<file path="src/logic/wdpt_pkg.sv">
// constants shared by the watchdog and periodic tick timer
`default_nettype none
package wdpt_pkg;
    // ==========================================================
    // register addresses on the peripheral bus
    localparam logic [15:0] ADDR_PERIODIC_COUNT = 16'h7021;
    localparam logic [15:0] ADDR_WATCHDOG_COUNT = 16'h7023;
    localparam logic [15:0] ADDR_SERVICE_KEY = 16'h7025;
    localparam logic [15:0] ADDR_PERIODIC_CONTROL = 16'h7027;
    localparam logic [15:0] ADDR_WATCHDOG_CONTROL = 16'h7029;
    // ==========================================================
    // field positions
    localparam int FLAG_BIT = 7;
    localparam int PENABLE_BIT = 6;
    localparam int CHK_HI = 5;
    localparam int CHK_LO = 3;
    localparam int SEL_HI = 2;
    localparam int SEL_LO = 0;
    // ==========================================================
    // values
    localparam logic [7:0] KEY_ARM = 8'h55;
    localparam logic [7:0] KEY_CLEAR = 8'haa;
    localparam logic [2:0] CHK_PATTERN = 3'h5;
    localparam logic [2:0] SEL_RESET = 3'h0;
    localparam logic [7:0] COUNT_RESET = 8'h00;
    localparam logic [7:0] COUNT_MAX = 8'hff;
    localparam logic [7:0] BYTE_ZERO = 8'h00;
    localparam int FREE_WIDTH = 7;
    localparam int COUNT_WIDTH = 8;
    // nominal timebase rate; direct overflow is 256 ticks, 15.63 ms
    localparam int TIMEBASE_HZ = 16384;
    // watchdog select codes below this use the timebase directly
    localparam logic [2:0] WD_SEL_FIRST_TAP = 3'h2;
    // periodic select: codes 0..3 free taps, 4..7 periodic taps
    typedef logic [1:0] wdpt_tapidx_t;
    localparam logic [2:0] P_FREE_TAP0 = 3'h1;
    localparam logic [2:0] P_FREE_TAP1 = 3'h3;
    localparam logic [2:0] P_FREE_TAP2 = 3'h5;
    localparam logic [2:0] P_FREE_TAP3 = 3'h6;
endpackage : wdpt_pkg
`default_nettype wire

</file>
<file path="src/logic/wdpt_time_if.sv">
// timebase tick and free-running counter taps
`timescale 1ns/1ps
`default_nettype none
interface wdpt_time_if;
    logic tick;
    logic [6:0] free_value;
    logic [6:0] free_carry;
    modport source (output tick, output free_value, output free_carry);
    modport sink (input tick, input free_value, input free_carry);
endinterface : wdpt_time_if
`default_nettype wire

</file>
<file path="src/logic/wdpt_top.sv">
// watchdog and periodic tick timer, top level
`timescale 1ns/1ps
`default_nettype none
module wdpt_top
    import wdpt_pkg::*;
(
    // clock, system reset, power-on reset
    input wire logic clk,
    input wire logic arst_n,
    input wire logic por_arst_n,
    // timebase pin from the clock module
    input wire logic timebase_clock,
    // peripheral bus
    input wire logic [15:0] bus_addr,
    input wire logic [15:0] bus_wdata,
    input wire logic bus_wr,
    input wire logic bus_rd,
    output logic [15:0] bus_rdata,
    // events
    output logic system_reset_req,
    output logic periodic_irq
);
    // ==========================================================
    // tap selection
    // watchdog: codes 0 and 1 direct, codes 2..7 free taps 0..5
    function automatic logic wd_tap(input logic [2:0] sel,
                                    input logic tick,
                                    input logic [6:0] carry);
        if (sel < WD_SEL_FIRST_TAP) begin
            return tick;
        end
        return carry[sel - WD_SEL_FIRST_TAP];
    endfunction : wd_tap

    function automatic logic p_tap(input logic [2:0] sel,
                                   input logic [6:0] fcarry,
                                   input logic [7:0] pcarry);
        case (sel[1:0])
            2'h0: return sel[2] ? pcarry[P_FREE_TAP0] : fcarry[P_FREE_TAP0];
            2'h1: return sel[2] ? pcarry[P_FREE_TAP1] : fcarry[P_FREE_TAP1];
            2'h2: return sel[2] ? pcarry[P_FREE_TAP2] : fcarry[P_FREE_TAP2];
            default: return sel[2] ? pcarry[P_FREE_TAP3]
                                   : fcarry[P_FREE_TAP3];
        endcase
    endfunction : p_tap

    // ==========================================================
    // timebase
    wdpt_time_if tb ();

    wdpt_free_counter wdpt_free_counter_inst (
        .clk(clk),
        .arst_n(arst_n),
        .timebase_clock(timebase_clock),
        .tb(tb)
    );

    // ==========================================================
    // bus decode
    logic wr_pcount;
    logic wr_key;
    logic wr_pctl;
    logic wr_wctl;
    logic [7:0] wbyte;

    // only the low byte lane is ever used
    assign wbyte = bus_wdata[7:0];
    assign wr_pcount = bus_wr && bus_addr == ADDR_PERIODIC_COUNT;
    assign wr_key = bus_wr && bus_addr == ADDR_SERVICE_KEY;
    assign wr_pctl = bus_wr && bus_addr == ADDR_PERIODIC_CONTROL;
    assign wr_wctl = bus_wr && bus_addr == ADDR_WATCHDOG_CONTROL;

    // ==========================================================
    // periodic counter, fed by the free counter overflow (/128)
    logic [COUNT_WIDTH-1:0] pcount_q;
    logic [COUNT_WIDTH-1:0] pcarry;
    logic pclk;

    assign pclk = tb.free_carry[FREE_WIDTH-1];

    genvar k;
    generate
        for (k = 0; k < COUNT_WIDTH; k++) begin : g_ptap
            assign pcarry[k] = pclk & (&pcount_q[k:0]);
        end
    endgenerate

    always_ff @(posedge clk or negedge arst_n) begin
        if (!arst_n) begin
            pcount_q <= COUNT_RESET;
        end else if (wr_pcount) begin
            // clearing does not touch the free counter: first period
            // after a clear is uncertain by one free tap
            pcount_q <= COUNT_RESET;
        end else if (pclk) begin
            pcount_q <= pcount_q + 1'b1;
        end
    end

    // ==========================================================
    // periodic control and interrupt
    logic pflag_q;
    logic penable_q;
    logic [2:0] psel_q;
    logic pevent;

    assign pevent = p_tap(psel_q, tb.free_carry, pcarry);

    always_ff @(posedge clk or negedge arst_n) begin
        if (!arst_n) begin
            penable_q <= 1'b0;
            psel_q <= SEL_RESET;
        end else if (wr_pctl) begin
            penable_q <= wbyte[PENABLE_BIT];
            psel_q <= wbyte[SEL_HI:SEL_LO];
        end
    end

    // a software write of one only stores; it raises no interrupt
    always_ff @(posedge clk or negedge arst_n) begin
        if (!arst_n) begin
            pflag_q <= 1'b0;
        end else if (pevent) begin
            pflag_q <= 1'b1;
        end else if (wr_pctl) begin
            pflag_q <= wbyte[FLAG_BIT];
        end
    end

    // pevent is a one-cycle carry, so one request per tap transition
    always_ff @(posedge clk or negedge arst_n) begin
        if (!arst_n) begin
            periodic_irq <= 1'b0;
        end else begin
            periodic_irq <= pevent && penable_q;
        end
    end

    a_irq_gate: assert property (
        @(posedge clk) disable iff (!arst_n)
        periodic_irq |-> $past(penable_q) && pflag_q)
        else $error("interrupt without enable");

    a_irq_single: assert property (
        @(posedge clk) disable iff (!arst_n)
        periodic_irq |=> !periodic_irq)
        else $error("more than one request per transition");

    a_pflag_set: assert property (
        @(posedge clk) disable iff (!arst_n)
        pevent |=> pflag_q)
        else $error("periodic flag not set");

    c_irq: cover property (@(posedge clk) disable iff (!arst_n)
        periodic_irq);

    // ==========================================================
    // watchdog control
    logic [2:0] chk_q;
    logic [2:0] wsel_q;
    logic wtick;

    always_ff @(posedge clk or negedge arst_n) begin
        if (!arst_n) begin
            chk_q <= CHK_PATTERN;
            wsel_q <= SEL_RESET;
        end else if (wr_wctl) begin
            chk_q <= wbyte[CHK_HI:CHK_LO];
            wsel_q <= wbyte[SEL_HI:SEL_LO];
        end
    end

    a_check_bits: assert property (
        @(posedge clk) disable iff (!arst_n)
        wr_wctl && wbyte[CHK_HI:CHK_LO] != CHK_PATTERN
        |=> ##1 system_reset_req)
        else $error("bad check pattern did not reset");

    assign wtick = wd_tap(wsel_q, tb.tick, tb.free_carry);

    // ==========================================================
    // key sequence and watchdog counter
    logic armed_q;
    logic key_clear;
    logic key_bad;
    logic [COUNT_WIDTH-1:0] wcount_q;
    logic ovf_pend_q;

    assign key_clear = wr_key && wbyte == KEY_CLEAR && armed_q;
    assign key_bad = wr_key && wbyte != KEY_CLEAR
                     && wbyte != KEY_ARM;

    always_ff @(posedge clk or negedge arst_n) begin
        if (!arst_n) begin
            armed_q <= 1'b0;
        end else if (wr_key && wbyte == KEY_ARM) begin
            armed_q <= 1'b1;
        end else if (wr_key) begin
            armed_q <= 1'b0;
        end
    end

    always_ff @(posedge clk or negedge arst_n) begin
        if (!arst_n) begin
            wcount_q <= COUNT_RESET;
        end else if (key_clear) begin
            wcount_q <= COUNT_RESET;
        end else if (wtick) begin
            wcount_q <= wcount_q + 1'b1;
        end
    end

    a_key_clear_zero: assert property (
        @(posedge clk) disable iff (!arst_n)
        key_clear |=> wcount_q == COUNT_RESET)
        else $error("key sequence did not clear counter");

    a_read_stable: assert property (
        @(posedge clk) disable iff (!arst_n)
        bus_rd && !wtick && !key_clear |=> $stable(wcount_q))
        else $error("read disturbed watchdog count");

    c_service: cover property (@(posedge clk) disable iff (!arst_n)
        key_clear);

    // overflow waits one more selected clock before the reset
    always_ff @(posedge clk or negedge arst_n) begin
        if (!arst_n) begin
            ovf_pend_q <= 1'b0;
        end else if (wtick && wcount_q == COUNT_MAX && !key_clear) begin
            ovf_pend_q <= 1'b1;
        end
    end

    // ==========================================================
    // system reset request and reset-source flag
    logic wd_cause;
    logic wflag_q;

    // the check bits are watched every cycle, not just on writes
    assign wd_cause = key_bad || chk_q != CHK_PATTERN
                      || (ovf_pend_q && wtick);

    // held until the system reset it asks for comes back
    always_ff @(posedge clk or negedge arst_n) begin
        if (!arst_n) begin
            system_reset_req <= 1'b0;
        end else if (wd_cause) begin
            system_reset_req <= 1'b1;
        end
    end

    a_key_bad_reset: assert property (
        @(posedge clk) disable iff (!arst_n)
        key_bad |=> system_reset_req)
        else $error("bad key did not request reset");

    a_chk_watch: assert property (
        @(posedge clk) disable iff (!arst_n)
        chk_q != CHK_PATTERN |=> system_reset_req)
        else $error("corrupt check bits did not reset");

    a_ovf_delay: assert property (
        @(posedge clk) disable iff (!arst_n)
        ovf_pend_q && wtick |=> system_reset_req)
        else $error("overflow reset late");

    a_ovf_early: assert property (
        @(posedge clk) disable iff (!arst_n)
        $rose(ovf_pend_q) && !$past(key_bad) && chk_q == CHK_PATTERN
        |-> !system_reset_req)
        else $error("overflow reset came too early");

    c_overflow: cover property (@(posedge clk) disable iff (!arst_n)
        ovf_pend_q && wtick);

    c_bad_check: cover property (@(posedge clk) disable iff (!arst_n)
        chk_q != CHK_PATTERN);

    // survives system reset; power-on or a write of one to the flag clears it. set beats clear
    always_ff @(posedge clk or negedge por_arst_n) begin
        if (!por_arst_n) begin
            wflag_q <= 1'b0;
        end else if (wd_cause) begin
            wflag_q <= 1'b1;
        end else if (wr_wctl && wbyte[FLAG_BIT]) begin
            wflag_q <= 1'b0;
        end
    end

    a_flag_set: assert property (
        @(posedge clk) disable iff (!por_arst_n)
        wd_cause |=> wflag_q)
        else $error("reset flag not set");

    // ==========================================================
    // read data
    always_ff @(posedge clk or negedge arst_n) begin
        if (!arst_n) begin
            bus_rdata <= '0;
        end else if (bus_rd) begin
            bus_rdata[15:8] <= BYTE_ZERO;
            unique case (bus_addr)
                ADDR_PERIODIC_COUNT: bus_rdata[7:0] <= pcount_q;
                ADDR_WATCHDOG_COUNT: bus_rdata[7:0] <= wcount_q;
                ADDR_PERIODIC_CONTROL: begin
                    bus_rdata[7:0] <= {pflag_q, penable_q, 3'h0, psel_q};
                end
                ADDR_WATCHDOG_CONTROL: begin
                    bus_rdata[7:0] <= {wflag_q, 1'b0, chk_q, wsel_q};
                end
                default: bus_rdata[7:0] <= BYTE_ZERO;
            endcase
        end
    end

    a_upper_zero: assert property (
        @(posedge clk) disable iff (!arst_n)
        bus_rdata[15:8] == BYTE_ZERO)
        else $error("upper read byte not zero");
endmodule : wdpt_top
`default_nettype wire

</file>
<file path="src/logic/wdpt_free_counter.sv">
// timebase pin synchroniser and 7-bit free-running counter
`timescale 1ns/1ps
`default_nettype none
module wdpt_free_counter
    import wdpt_pkg::*;
(
    // clock and reset
    input wire logic clk,
    input wire logic arst_n,
    // timebase pin
    input wire logic timebase_clock,
    // ticks and taps
    wdpt_time_if.source tb
);
    // ==========================================================
    // synchroniser
    logic sync1_q;
    logic sync2_q;
    logic sync3_q;
    logic [FREE_WIDTH-1:0] free_q;

    always_ff @(posedge clk or negedge arst_n) begin
        if (!arst_n) begin
            sync1_q <= 1'b0;
            sync2_q <= 1'b0;
            sync3_q <= 1'b0;
        end else begin
            sync1_q <= timebase_clock;
            sync2_q <= sync1_q;
            sync3_q <= sync2_q;
        end
    end

    // only a rising timebase edge advances anything; no register bit
    // can stop it, only the absent clock in oscillator power-down
    assign tb.tick = sync2_q & ~sync3_q;

    // ==========================================================
    // free-running counter, cleared by system reset only
    always_ff @(posedge clk or negedge arst_n) begin
        if (!arst_n) begin
            free_q <= '0;
        end else if (tb.tick) begin
            free_q <= free_q + 1'b1;
        end
    end

    assign tb.free_value = free_q;

    a_free_step: assert property (
        @(posedge clk) disable iff (!arst_n)
        tb.tick |=> free_q == $past(free_q) + 1'b1)
        else $error("free counter did not advance");

    a_free_hold: assert property (
        @(posedge clk) disable iff (!arst_n)
        !tb.tick |=> $stable(free_q))
        else $error("free counter moved without a tick");

    // carry out of bits k..0: tap k divides the timebase by 2^(k+1)
    genvar k;
    generate
        for (k = 0; k < FREE_WIDTH; k++) begin : g_tap
            assign tb.free_carry[k] = tb.tick & (&free_q[k:0]);
        end
    endgenerate
endmodule : wdpt_free_counter
`default_nettype wire

</file>
<file path="config.mk">
export PLATFORM = sky130hd
export DESIGN_NAME = wdpt_top
export DESIGN_NICKNAME = d
export VERILOG_FILES = /design/src/logic/wdpt_pkg.sv /design/src/logic/wdpt_time_if.sv /design/src/logic/wdpt_top.sv /design/src/logic/wdpt_free_counter.sv
export SDC_FILE = /design/constraint.sdc
export NUM_CORES = 1
export LEC_CHECK = 0
export ABC_AREA = 1
export BUFFER_PORTS_ARGS = -buffer_cell sky130_fd_sc_hd__buf_2
export CORE_MARGIN = 2
export CORE_UTILIZATION = 40
export DETAILED_ROUTE_END_ITERATION = 8
export GPL_TIMING_DRIVEN = 0
export HOLD_SLACK_MARGIN = 0.12
export PLACE_DENSITY_LB_ADDON = 0.05
export SLEW_MARGIN = 5
export SYNTH_ARGS = -nofsm -noshare
export SYNTH_HDL_FRONTEND = slang
export SYNTH_SLANG_ARGS = --single-unit
</file>
<file path="constraint.sdc">
create_clock -name clk -period 2.65 [get_ports clk]
set_clock_uncertainty 0.15 [all_clocks]
set_input_delay 0.265 -clock clk [delete_from_list [all_inputs] [get_ports clk]]
set_output_delay 0.265 -clock clk [all_outputs]
set_load 0.1 [all_outputs]
</file>
==> metrics.txt <==
First-pass DRT Iterations=4; worst-path cell chain=ha_1 -> inv_1 -> nor2_1 -> ha_1 -> nand2_1 -> nor2_1 -> nor2_1 -> nand2_1 -> nand3_2 -> nand3_2 -> nand2_2 -> nand3_1 -> nand2_1; CP max stage cell=dfrtp_1; Clock Root Buffer=clkbuf_8; status=complete, no violations; first-pass GRT wire length=12200 microns; worst skew pair latency=around 0.30 ns; number of core rows=31; Starting DRT DRC Count=112; Synth Register Bits=50; startpoint types=flip-flop; Hold/Removal Path Class=in2reg; sequential element share of the synthesized area=41.0%; mapped cell area=0.00305 sq mm; RSZ-0062 raised after global routing=false; vias=2642; TritonCTS clock tree=yes; Post-Syn Area per Cell=7.85 sq um; top layer in use=met4; Die X=a little over 90 microns; DP Wirelength=~5400 microns; crit-path max cell delay=0.38 ns; clk sinks=50; Layout area overhead=17.9%; Distinct cells, synth=40; final hold vios=0; min cycle time layout=slightly below 2 ns; CP Capture Type=flip-flop; Final Max Tran Viols=0; PD cells=approximately 460 mW/mm^2; grt total ovfl=0; initial core utilization=a little over two fifths; vias in the first global route=between 2000 and 3000; worst-path fanout max=8; Max H-tree Level=2; IO Count=56; final wirelength=~7000 microns; Vias/cell=between 4 and 5; CTS Buffer Depth=2; CTS Buf Count=5; Worst-Margin Slew=1.14 ns; Antenna Cells=0; CORE AREA=~0.0073 sq mm; drt wl/cell=12.9 microns; largest net degree at the start of global routing=50; critical setup path kind=reg2reg; maximum VDD drop=0.000247 V; metal3 WL=between 200 and 300 microns; hold_buf cts=12; initial antenna violation count=0; CP arrival=a little under 2 ns; Tot GR Track Use=a little under a fifth; drt drc=0; nets=~500; Static Leak=approximately 1.9 nW; Post-Syn Instances=a little under 400; fraction of final layout cells sized beyond drive strength 1=20.5%; total power=approximately 0.0017 W; Post-DRT Antenna Nets=0; setup bufs post-CTS=0; max cap viols=0; DIE HEIGHT=between 90 and 100 microns; FMAX=just over 500 MHz; die area=approximately 0.0084 sq mm; Total Neg Setup Slack=0 ns; Port Buf Inserts=37; CTS resizes=0; fillers=about 740; fin crit share=between 70% and 80%; Max-slew headroom=between 20% and 30%; setup violators final=0; Final Wtd Congestion=roughly 0.83; Routed met1 length=~3400 microns; met2 routed WL=3380 microns; Synth warnings=0; Required @ worst endpoint=roughly 2.7 ns; Clock transition at path regs=approximately 0.10 ns
-- Yosys cell counts --
library cell / instances / share of area [%]
o211ai_1: 4 / 0.98
nor2_4: 5 / 1.8
buf_4: 8 / 2.0
clkbuf_1: 1 / 0.12
nand4_4: 1 / 0.70
nand3b_1: 2 / 0.49
nand2_1: 105 / 13
o22ai_1: 1 / 0.20
buf_6: 2 / 0.74
a31oi_1: 1 / 0.20
nand2_2: 4 / 0.82
a21oi_1: 8 / 1.3
conb_1: 1 / 0.12
o211a_1: 1 / 0.33
inv_1: 48 / 5.9
clkinv_2: 1 / 0.16
and3_1: 1 / 0.20
nand3_2: 5 / 1.6
nor2_2: 7 / 1.4
ha_1: 6 / 2.5
mux2_4: 3 / 1.5
dfstp_2: 2 / 1.7
nand2_4: 2 / 0.74
nand3_4: 1 / 0.57
inv_2: 2 / 0.25
nor3_1: 11 / 1.8
dfrtp_1: 48 / 39
nand3_1: 31 / 5.1
o21ai_0: 20 / 3.3
nand4_1: 12 / 2.5
xnor2_1: 1 / 0.29
nor3_4: 1 / 0.53
mux2_1: 1 / 0.37
buf_2: 2 / 0.33
o21ai_1: 1 / 0.16
xor2_1: 9 / 2.6
nor2b_1: 1 / 0.20
o21ai_2: 1 / 0.29
nand4_2: 2 / 0.82
nor2_1: 26 / 3.2
-- metrics by stage --
step	hold slack (ns)	worst slack (ns)	area (sq um)	std cells	util, %
after CTS	0.138	0.685	3600	552	49.1
after floorplan	-0.181	0.850	3080	396	-
after global routing	0.170	0.503	3600	552	49.1
after detailed placement	-0.102	0.710	3390	532	46.2
final	0.138	0.715	3600	552	49.1
after global placement	-0.104	0.710	3390	532	46.2
-- cells in the final DEF (no fill, tap or decap), types with 5 or more instances in the layout --
cell / netlist / final
clkbuf_8: 0 / 6
o21ai_0: 20 / 20
conb_1: 1 / 8
inv_1: 48 / 48
nand2_1: 105 / 105
a21oi_1: 8 / 8
dfrtp_1: 48 / 48
nor2_2: 7 / 7
dlygate4sd3_1: 0 / 12
nor2_1: 26 / 26
ha_1: 6 / 6
nand4_1: 12 / 12
nand3_2: 5 / 5
buf_2: 2 / 39
nor3_1: 11 / 11
nor2_4: 5 / 5
nand3_1: 31 / 31
buf_4: 8 / 8
xor2_1: 9 / 9
-- layer usage --
metal	GRT usage [%]	vias to the layer above
met5	0	-
met4	3.41	0
met3	2.90	6
met2	30.7	50
met1	24.6	1223
li1	-	1363
-- where the power goes --
group | leakage [nW] | switching [W] | internal [W] | total (W)
Combinational | 1.21 | 0.000184 | 0.000107 | 0.000290
Sequential | 0.629 | 0.0000756 | 0.000820 | 0.000895
Clock | 0.0482 | 0.000264 | 0.000212 | 0.000475
Total | 1.89 | 0.000523 | 0.00114 | 0.00166
-- layout make-up --
cell class | count | area, sq um | area share, %
Multi-Input combinational cell | 282 | 1540 | 42.7
Sequential cell | 50 | 1250 | 34.8
Timing Repair Buffer | 49 | 305 | 8.48
Inverter | 51 | 193 | 5.35
Tap cell | 99 | 124 | 3.44
Buffer | 13 | 96.3 | 2.68
Clock buffer | 7 | 86.3 | 2.40
Clock inverter | 1 | 5.00 | 0.139
-- cells by family after synthesis --
group                      after synthesis  share of synthesized area, %
DFF                                     50                          41.0
and+or+nand+nor                        217                          35.4
AOI/OAI and AO/OA                       37                          6.76
other                                    1                         0.123
muxes                                    4                          1.84
buffers and inverters                   64                          9.46
xor gates and xnor gates                10                          2.87
adders and majority gates                6                          2.46
-- critical path: cells and delay by family, from the launching register on --
| family | cells | cell delay (ns) |
|---|---|---|
| buffers and inverters | 1 | 0.07 |
| adder cells (fa/ha/maj) | 2 | 0.39 |
| AND/OR/NAND/NOR | 10 | 0.83 |
| flip-flops | 1 | 0.38 |
-- flip-flops by register name, summed over array words and instances (netlist names), 3 cells and up --
register / count
wsel_q: 3
wdpt_free_counter_inst.tb.free_value: 7
bus_rdata: 8
pcount_q: 8
psel_q: 3
wcount_q: 8
chk_q: 3
-- final timing paths --
kind                                                                startpoint                                  endpoint  slack [ns]  depth (start not counted)
min                                                                     bus_rd                  bus_rdata[5]$_DFFE_PN0P_        0.14                          3
min in group asynchronous                                               arst_n                   pcount_q[6]$_DFFE_PN0P_        0.55                          2
max in group asynchronous                                               arst_n                  bus_rdata[4]$_DFFE_PN0P_        1.09                          2
min reg2reg                           wdpt_free_counter_inst.sync1_q$_DFF_PN0_  wdpt_free_counter_inst.sync2_q$_DFF_PN0_        0.21                          0
max reg2reg                wdpt_free_counter_inst.tb.free_value[0]$_DFFE_PN0N_                   wcount_q[6]$_DFFE_PN0P_        0.72                         13
max                        wdpt_free_counter_inst.tb.free_value[0]$_DFFE_PN0N_                   wcount_q[6]$_DFFE_PN0P_        0.72                         13
No activity file was read; power rests on OpenSTA's default activity.
